--- src/pmac_consts.vh ---
// Constants for the PHY management access control block
`ifndef PMAC_CONSTS_VH
`define PMAC_CONSTS_VH

// ****************************************************************
// Register offsets (byte addresses)
// ****************************************************************
`define PMAC_OFS_ADDR_CTRL 12'h414
`define PMAC_OFS_DATA 12'h418

// ****************************************************************
// Field positions of the address/control register
// ****************************************************************
`define PMAC_PHY_MSB 15
`define PMAC_PHY_LSB 11
`define PMAC_REG_MSB 10
`define PMAC_REG_LSB 6
`define PMAC_PRE_BIT 2
`define PMAC_WR_BIT 1
`define PMAC_BUSY_BIT 0

// ****************************************************************
// Reset values
// ****************************************************************
`define PMAC_ADDR_CTRL_RST 32'h0000_0000
`define PMAC_DATA_RST 16'h0000

// ****************************************************************
// Timing
// ****************************************************************
`define PMAC_MDC_HALF 4'h4
`define PMAC_PRE_BITS 6'h20
`define PMAC_FRAME_BITS 6'h20

`endif

--- src/pmac_top.v ---
// PHY management access control: AXI4-Lite registers and serial management engine
`timescale 1ns/1ps
`include "pmac_consts.vh"
module pmac_top (
  input wire clk_sys,
  input wire srst,
  input wire [11:0] s_axi_awaddr,
  input wire s_axi_awvalid,
  output reg s_axi_awready,
  input wire [31:0] s_axi_wdata,
  input wire [3:0] s_axi_wstrb,
  input wire s_axi_wvalid,
  output reg s_axi_wready,
  output reg [1:0] s_axi_bresp,
  output reg s_axi_bvalid,
  input wire s_axi_bready,
  input wire [11:0] s_axi_araddr,
  input wire s_axi_arvalid,
  output reg s_axi_arready,
  output reg [31:0] s_axi_rdata,
  output reg [1:0] s_axi_rresp,
  output reg s_axi_rvalid,
  input wire s_axi_rready,
  output reg mdc,
  output reg mdio_o,
  output reg mdio_oe,
  input wire mdio_i
);

  // ****************************************************************
  // Register state
  // ****************************************************************
  localparam [1:0] RESP_OKAY = 2'h0;
  localparam [1:0] RESP_SLVERR = 2'h2;
  reg [4:0] phy_sel_r;
  reg [4:0] phy_register_selector_r;
  reg preamble_suppress_r;
  reg wr_dir_r;
  reg busy_r;
  reg [15:0] mgmt_data_r;
  reg aw_held_r;
  reg w_held_r;
  reg [11:0] aw_addr_r;
  reg [31:0] w_data_r;
  reg [3:0] w_strb_r;
  wire mdio_in_s;

  // Engine state, one-hot
  localparam [3:0] ST_IDLE = 4'h1;
  localparam [3:0] ST_PRE = 4'h2;
  localparam [3:0] ST_FRAME = 4'h4;
  localparam [3:0] ST_DONE = 4'h8;
  reg [3:0] state_r;
  reg [3:0] div_r;
  reg [5:0] bit_cnt_r;
  reg [31:0] shift_r;
  reg [15:0] rd_shift_r;
  reg start_r;

  // MDIO input is asynchronous to clk_sys
  pmac_sync2 u_mdio_sync (
    .clk_sys(clk_sys),
    .srst(srst),
    .din(mdio_i),
    .dout(mdio_in_s)
  );

  // ****************************************************************
  // AXI4-Lite write path
  // ****************************************************************
  wire wr_go = aw_held_r && w_held_r && !s_axi_bvalid;
  // Byte lanes 1:0 of the address are ignored; compare at full width
  wire wr_ctrl = wr_go && ({aw_addr_r[11:2], 2'b00} == `PMAC_OFS_ADDR_CTRL);
  wire wr_data = wr_go && ({aw_addr_r[11:2], 2'b00} == `PMAC_OFS_DATA);

  // Address and data taken in either order; response after both
  always @(posedge clk_sys) begin
    if (srst) begin
      aw_held_r <= 1'b0;
      w_held_r <= 1'b0;
      aw_addr_r <= 12'h000;
      w_data_r <= 32'h0000_0000;
      w_strb_r <= 4'h0;
      s_axi_awready <= 1'b0;
      s_axi_wready <= 1'b0;
      s_axi_bvalid <= 1'b0;
      s_axi_bresp <= RESP_OKAY;
    end else begin
      s_axi_awready <= !aw_held_r && !s_axi_awready;
      s_axi_wready <= !w_held_r && !s_axi_wready;
      if (s_axi_awvalid && s_axi_awready) begin
        aw_held_r <= 1'b1;
        aw_addr_r <= s_axi_awaddr;
        s_axi_awready <= 1'b0;
      end
      if (s_axi_wvalid && s_axi_wready) begin
        w_held_r <= 1'b1;
        w_data_r <= s_axi_wdata;
        w_strb_r <= s_axi_wstrb;
        s_axi_wready <= 1'b0;
      end
      if (wr_go) begin
        s_axi_bvalid <= 1'b1;
        s_axi_bresp <= (wr_ctrl || wr_data) ? RESP_OKAY : RESP_SLVERR;
        aw_held_r <= 1'b0;
        w_held_r <= 1'b0;
        s_axi_awready <= 1'b0;
        s_axi_wready <= 1'b0;
      end else if (s_axi_bvalid && s_axi_bready) begin
        s_axi_bvalid <= 1'b0;
      end
    end
  end

  // ****************************************************************
  // Register updates
  // ****************************************************************
  // Writes while busy are dropped, which makes the undefined case safe
  always @(posedge clk_sys) begin
    if (srst) begin
      phy_sel_r <= 5'h00;
      phy_register_selector_r <= 5'h00;
      preamble_suppress_r <= 1'b0;
      wr_dir_r <= 1'b0;
      busy_r <= 1'b0;
      mgmt_data_r <= `PMAC_DATA_RST;
      start_r <= 1'b0;
    end else begin
      start_r <= 1'b0;
      if (state_r[3]) begin
        busy_r <= 1'b0;
        if (!wr_dir_r) begin
          mgmt_data_r <= rd_shift_r;
        end
      end else if (wr_ctrl && !busy_r) begin
        if (w_strb_r[1]) begin
          phy_sel_r <= w_data_r[`PMAC_PHY_MSB:`PMAC_PHY_LSB];
        end
        if (w_strb_r[1] && w_strb_r[0]) begin
          phy_register_selector_r <= w_data_r[`PMAC_REG_MSB:`PMAC_REG_LSB];
        end
        if (w_strb_r[0]) begin
          preamble_suppress_r <= w_data_r[`PMAC_PRE_BIT];
          wr_dir_r <= w_data_r[`PMAC_WR_BIT];
          busy_r <= w_data_r[`PMAC_BUSY_BIT];
          start_r <= w_data_r[`PMAC_BUSY_BIT];
        end
      end else if (wr_data && !busy_r) begin
        if (w_strb_r[0]) begin
          mgmt_data_r[7:0] <= w_data_r[7:0];
        end
        if (w_strb_r[1]) begin
          mgmt_data_r[15:8] <= w_data_r[15:8];
        end
      end
    end
  end

  // ****************************************************************
  // AXI4-Lite read path
  // ****************************************************************
  wire [31:0] ctrl_rd = {16'h0000, phy_sel_r, phy_register_selector_r, 3'h0,
    preamble_suppress_r, wr_dir_r, busy_r};

  always @(posedge clk_sys) begin
    if (srst) begin
      s_axi_arready <= 1'b0;
      s_axi_rvalid <= 1'b0;
      s_axi_rdata <= 32'h0000_0000;
      s_axi_rresp <= RESP_OKAY;
    end else begin
      s_axi_arready <= !s_axi_rvalid && !s_axi_arready;
      if (s_axi_arvalid && s_axi_arready) begin
        s_axi_arready <= 1'b0;
        s_axi_rvalid <= 1'b1;
        s_axi_rresp <= RESP_OKAY;
        if ({s_axi_araddr[11:2], 2'b00} == `PMAC_OFS_ADDR_CTRL) begin
          s_axi_rdata <= ctrl_rd;
        end else if ({s_axi_araddr[11:2], 2'b00} == `PMAC_OFS_DATA) begin
          s_axi_rdata <= {16'h0000, mgmt_data_r};
        end else begin
          s_axi_rdata <= 32'h0000_0000;
          s_axi_rresp <= RESP_SLVERR;
        end
      end else if (s_axi_rvalid && s_axi_rready) begin
        s_axi_rvalid <= 1'b0;
      end
    end
  end

  // ****************************************************************
  // Serial management engine
  // ****************************************************************
  // One bit per mdc period; output changes at falling mdc, input read at rising
  wire tick_rise = (div_r == `PMAC_MDC_HALF - 4'h1) && !mdc;
  wire tick_fall = (div_r == `PMAC_MDC_HALF - 4'h1) && mdc;
  // Reads release the line from the first turnaround bit (count 18) on,
  // so the PHY never meets a driven line when it takes over
  wire in_read_phase = !wr_dir_r && (bit_cnt_r < 6'h13);

  always @(posedge clk_sys) begin
    if (srst) begin
      state_r <= ST_IDLE;
      div_r <= 4'h0;
      bit_cnt_r <= 6'h00;
      shift_r <= 32'h0000_0000;
      rd_shift_r <= 16'h0000;
      mdc <= 1'b0;
      mdio_o <= 1'b0;
      mdio_oe <= 1'b0;
    end else begin
      if (!state_r[0] && !state_r[3]) begin
        div_r <= (div_r == `PMAC_MDC_HALF - 4'h1) ? 4'h0 : div_r + 4'h1;
        if (div_r == `PMAC_MDC_HALF - 4'h1) begin
          mdc <= !mdc;
        end
      end
      case (state_r)
        ST_IDLE: begin
          div_r <= 4'h0;
          mdc <= 1'b0;
          if (start_r) begin
            // Frame: 01, opcode, phy, reg, turnaround, data
            shift_r <= {2'b01, wr_dir_r ? 2'b01 : 2'b10, phy_sel_r,
              phy_register_selector_r, wr_dir_r ? 2'b10 : 2'b11, mgmt_data_r};
            if (preamble_suppress_r) begin
              state_r <= ST_FRAME;
              bit_cnt_r <= `PMAC_FRAME_BITS;
            end else begin
              state_r <= ST_PRE;
              bit_cnt_r <= `PMAC_PRE_BITS;
            end
            mdio_oe <= 1'b1;
            mdio_o <= 1'b1;
          end else begin
            mdio_oe <= 1'b0;
          end
        end
        ST_PRE: begin
          mdio_o <= 1'b1;
          if (tick_fall) begin
            bit_cnt_r <= bit_cnt_r - 6'h01;
            if (bit_cnt_r == 6'h01) begin
              state_r <= ST_FRAME;
              bit_cnt_r <= `PMAC_FRAME_BITS;
            end
          end
        end
        ST_FRAME: begin
          mdio_o <= shift_r[31];
          mdio_oe <= !in_read_phase;
          if (tick_rise && !wr_dir_r && bit_cnt_r <= 6'h10) begin
            rd_shift_r <= {rd_shift_r[14:0], mdio_in_s};
          end
          if (tick_fall) begin
            shift_r <= {shift_r[30:0], 1'b0};
            bit_cnt_r <= bit_cnt_r - 6'h01;
            if (bit_cnt_r == 6'h01) begin
              state_r <= ST_DONE;
            end
          end
        end
        ST_DONE: begin
          state_r <= ST_IDLE;
          mdio_oe <= 1'b0;
          mdc <= 1'b0;
        end
        default: begin
          state_r <= ST_IDLE;
        end
      endcase
    end
  end
endmodule // pmac_top

--- src/pmac_sync2.v ---
// Two-stage synchroniser for one input from outside the clock domain
`timescale 1ns/1ps
module pmac_sync2 (
  input wire clk_sys,
  input wire srst,
  input wire din,
  output reg dout
);
  reg meta_r;

  // Only the second stage is read outside
  always @(posedge clk_sys) begin
    if (srst) begin
      meta_r <= 1'b0;
      dout <= 1'b0;
    end else begin
      meta_r <= din;
      dout <= meta_r;
    end
  end
endmodule // pmac_sync2

--- config.mk ---
export PLATFORM = sky130hd
export DESIGN_NAME = pmac_top
export DESIGN_NICKNAME = d
export VERILOG_FILES = /design/src/pmac_top.v /design/src/pmac_sync2.v
export VERILOG_INCLUDE_DIRS = /design/src
export SDC_FILE = /design/constraint.sdc
export NUM_CORES = 1
export LEC_CHECK = 0
export BUFFER_PORTS_ARGS = -buffer_cell sky130_fd_sc_hd__buf_2
export CORE_MARGIN = 4
export CORE_UTILIZATION = 51
export CTS_CLUSTER_DIAMETER = 120
export CTS_CLUSTER_SIZE = 10
export DETAILED_ROUTE_END_ITERATION = 16
export GPL_ROUTABILITY_DRIVEN = 0
export PLACE_DENSITY_LB_ADDON = 0.3
export SKIP_LAST_GASP = 1
export SYNTH_ARGS = -nofsm -noshare
export SYNTH_HDL_FRONTEND = slang
export SYNTH_SLANG_ARGS = --single-unit
--- constraint.sdc ---
create_clock -name clk_sys -period 2.1 [get_ports clk_sys]
set_clock_uncertainty 0.15 [all_clocks]
set_input_delay 0.21 -clock clk_sys [delete_from_list [all_inputs] [get_ports clk_sys]]
set_output_delay 0.21 -clock clk_sys [all_outputs]
set_load 0.1 [all_outputs]
==> flow_metrics.py <==
metrics = {
    "synthesis": {
        "synth-seq-cells": 150,
        "yosys-top-cells-area": "dfxtp_1 45%, nand2_1 8.4%, mux2i_1 5.8%, nor2_1 4.0%, a211oi_1 4.0%",
        "synth-async-reset-ratio_pct": 0,
        "netlist_instances": 768,
        "ys.flop_type": "dfxtp_1",
        "synth_area_per_cell_sq_um": 8.60,
        "syn_area_sq_um": 6600,
        "synth_sequential_area_ratio_pct": 45.5,
        "synth_edf_count": 0,
        "yosysUniqueCellTypes": 62,
        "yosys.area.top_type": "dfxtp_1",
        "synthesis.yosys.warnings": 0,
        "yosys.area.top_type_share_pct": 45.5,
    },
    "worst_setup_path": {
        "timing.rr.end": "rd_shift_r[8]",
        "critical_path_buf_inv_count": 3,
        "worstPathArrival_ps": 2120,
        "endpoint_kind": "register",
        "critical_path.startpoint_type": "register",
        "r2r_cells": 8,
        "worst_path_most_repeated_cell": "buf_4",
        "cell_class_contributing_the_biggest_share_of_worst_path_delay": "buffers and inverters",
        "critical_path_required_ps": 2230,
        "setup.worst_path.class": "reg2reg",
        "critical_path.max_fanout": 8,
        "setup.reg_to_reg.worst_slack_ps": 100,
        "max_stage_delay_ps": 350,
        "path_cells": "ha_1 -> buf_4 -> nor4b_1 -> buf_4 -> o2111ai_4 -> buf_12 -> mux2i_1 -> nor2_1",
        "rr_startpoint": "div_r[1]",
        "cp_slowest_cell": "dfxtp_1",
    },
    "layout": {
        "fraction_of_final_layout_cells_with_drive_strength_greater_than_1_pct": 19.0,
        "nNetsFinal": 934,
        "areaGrowthSynthToFinish_pct": 22.5,
        "final_common_cell": "nand2_1",
        "layout_common_cells": "147 x nand2_1, 143 x dfxtp_1, 71 x nor2_1",
        "ant_cells": 0,
        "layout.cells.non_filler": 1046,
    },
    "drt": {
        "drtPass1Iterations": 5,
        "drcViolationCount": 0,
        "detail_route.wl_per_cell_um": 15.6,
        "avgViaCountPerCell": 5.64,
        "ant_nets": 0,
        "route.vias.total": 5901,
        "drtIter0Drc": 540,
        "postRouteWirelength_um": 16300,
    },
    "sta": {
        "finalSetupViolations": 0,
        "summed_negative_setup_slack_over_all_endpoints_ps": 0,
        "final_max_slew_viol_count": 0,
        "finalHoldViolCount": 0,
        "max_slew_margin_pct": 46.8,
        "fmax_ghz": 0.501,
        "final_period_minus_worst_setup_slack_ps": 2000,
        "tightest_slew_ps": 798,
        "final_min_period_over_clock_period_pct": 95.1,
    },
    "global_route": {
        "maximum_number_of_pins_on_one_net_before_global_route_repair": 77,
        "initial_antenna_violation_count": 0,
        "grt_pass1_wl_um": 26500,
        "grt_pass1_vias": 5547,
        "groute.usage.overall_pct": 22.0,
        "globalRoute.totalOverflow": 0,
    },
    "die": {
        "boundaryPins": 112,
        "die-width_um": 122,
        "floorplan.die_area_sq_um": 14800,
        "die_h_um": 122,
        "design.core.area_sq_um": 12700,
        "rows": 41,
        "initial_util_pct": 52.1,
    },
    "power_and_ir_drop": {
        "vdd.ir_drop.worst_uv": 599,
        "pwr_density_cell_nw_per_um2": 813,
        "power.leakage_nw": 3.03,
    },
    "clock_network": {
        "clk-insertion-delay-late_ps": 430,
        "worst_path_clk_slew_ps": 60,
        "clock-root-buffer": "clkbuf_16",
        "cts_tree": "done",
        "tritoncts_num_sinks": 150,
        "number_of_h_tree_levels": 4,
        "numCtsBuffers": 17,
        "max-clock-path-buffers": 2,
    },
    "placed_design": {
        "sum_of_net_half_perimeters_after_detailed_placement_um": 10600,
        "placement.io_buffers": 71,
        "placed_cells": 979,
    },
    "min_path": {
        "hold_path_end": "state_r[0]",
        "count_of_cells_along_the_worst_hold_path": 3,
        "worstHoldStart": "srst",
        "holdCritPathClass": "in2reg",
    },
    "run_status": {
        "outcome": "completed",
    },
    "run": {
        "maxcap_violations": 0,
    },
}
-- sequential cells by signal (all words and copies together) (netlist names), 2 cells and up --
| name | count |
|---|---|
| aw_addr_r | 10 |
| bit_cnt_r | 6 |
| div_r | 4 |
| mgmt_data_r | 16 |
| phy_register_selector_r | 5 |
| phy_sel_r | 5 |
| rd_shift_r | 16 |
| s_axi_rdata | 16 |
| shift_r | 32 |
| state_r | 4 |
| w_data_r | 16 |
| w_strb_r | 2 |
-- Yosys cell counts, drive strengths merged (2+ instances only) --
cell type / n
dfxtp: 150
nand2: 147
nor2: 72
a21oi: 55
buf: 44
mux2i: 38
a211oi: 35
clkbuf: 33
o21ai: 31
a311oi: 26
nand3: 21
a221oi: 13
nor3: 10
and2: 8
nand2b: 6
nand4: 6
nor4b: 6
a21o: 5
and3: 5
ha: 5
inv: 5
nor2b: 5
nor4: 4
o211ai: 4
o31ai: 3
or4b: 3
xor2: 3
a22oi: 2
and4: 2
nor3b: 2
o2111ai: 2
or3: 2
-- worst max path at each step --
stage / slack [ps] / cells past startpoint / end / from
after detailed placement: 70 / 7 / rd_shift_r[15] / bit_cnt_r[0]
final: 100 / 8 / rd_shift_r[8] / div_r[1]
after floorplan: 30 / 7 / shift_r[29] / mdc
after global routing: -2 / 6 / shift_r[25] / div_r[1]
after CTS: 40 / 7 / rd_shift_r[15] / bit_cnt_r[0]
after global placement: 90 / 6 / bit_cnt_r[0] / div_r[1]
-- power breakdown --
part           internal, mW  leakage (nW)  total, mW  switching, mW
clock network          1.73         0.283       2.99           1.27
registers              2.90          1.22       2.94         0.0414
logic                 0.149          1.53      0.640          0.492
total                  4.78          3.03       6.58           1.80
-- kinds of logic (layout without fill, tap and decap cells) --
kind of cell / Yosys count / in the layout / share of synthesized area [%]
buffers and inverters: 82 / 171 / 6.39
XOR/XNOR: 3 / 3 / 0.512
other: 1 / 18 / 0.0568
adder cells (fa/ha/maj): 5 / 5 / 0.948
multiplexers: 38 / 38 / 5.76
AND/OR/NAND/NOR: 305 / 305 / 21.9
flip-flops: 150 / 150 / 45.5
AO/OA/AOI/OAI: 184 / 184 / 18.9
-- worst reg2reg max path, cell delays in order, from the launching register on --
cell	delay (ps)
dfxtp_1	350
ha_1	170
buf_4	120
nor4b_1	230
buf_4	180
o2111ai_4	190
buf_12	210
mux2i_1	180
nor2_1	70
-- repair_timing --
action,4_1_cts,5_1_grt
resized for setup,0,11
hold buffers,31,0
setup endpoints to repair,0,67
buffers inserted,0,2
hold endpoints to repair,31,0
-- routing by layer --
metal	share of wire, %	track usage (%)	vias to the layer above	routed length (um)
li1	-	-	2889	-
met1	44	29.0	2776	7100
met2	50	35.9	207	8070
met3	5.0	4.04	29	821
met4	1.7	8.40	0	275
met5	0	0	-	0
-- final cells by class --
class | instances | area (sq um)
Multi-Input combinational cell | 553 | 3270
Tap cell | 172 | 215
Clock inverter | 13 | 135
Clock buffer | 19 | 453
Inverter | 5 | 18.8
Timing Repair Buffer | 134 | 985
Sequential cell | 150 | 3010
Fill cell | 1033 | 4580
-- stage by stage --
step | util, % | hold WS (ps) | area, sq um | setup slack, ps | power (mW)
after global placement | 55.9 | 260 | 7090 | 94.7 | 3.59
final | 63.8 | 31.8 | 8090 | 104 | 6.58
after floorplan | - | 188 | 6670 | 30.4 | 3.50
after CTS | 63.0 | 25.0 | 7990 | 44.7 | 6.59
after detailed placement | 55.9 | 261 | 7090 | 67.8 | 3.60
after global routing | 63.8 | 63.8 | 8090 | -2.43 | 6.79
(Power assumes the default switching activity.)
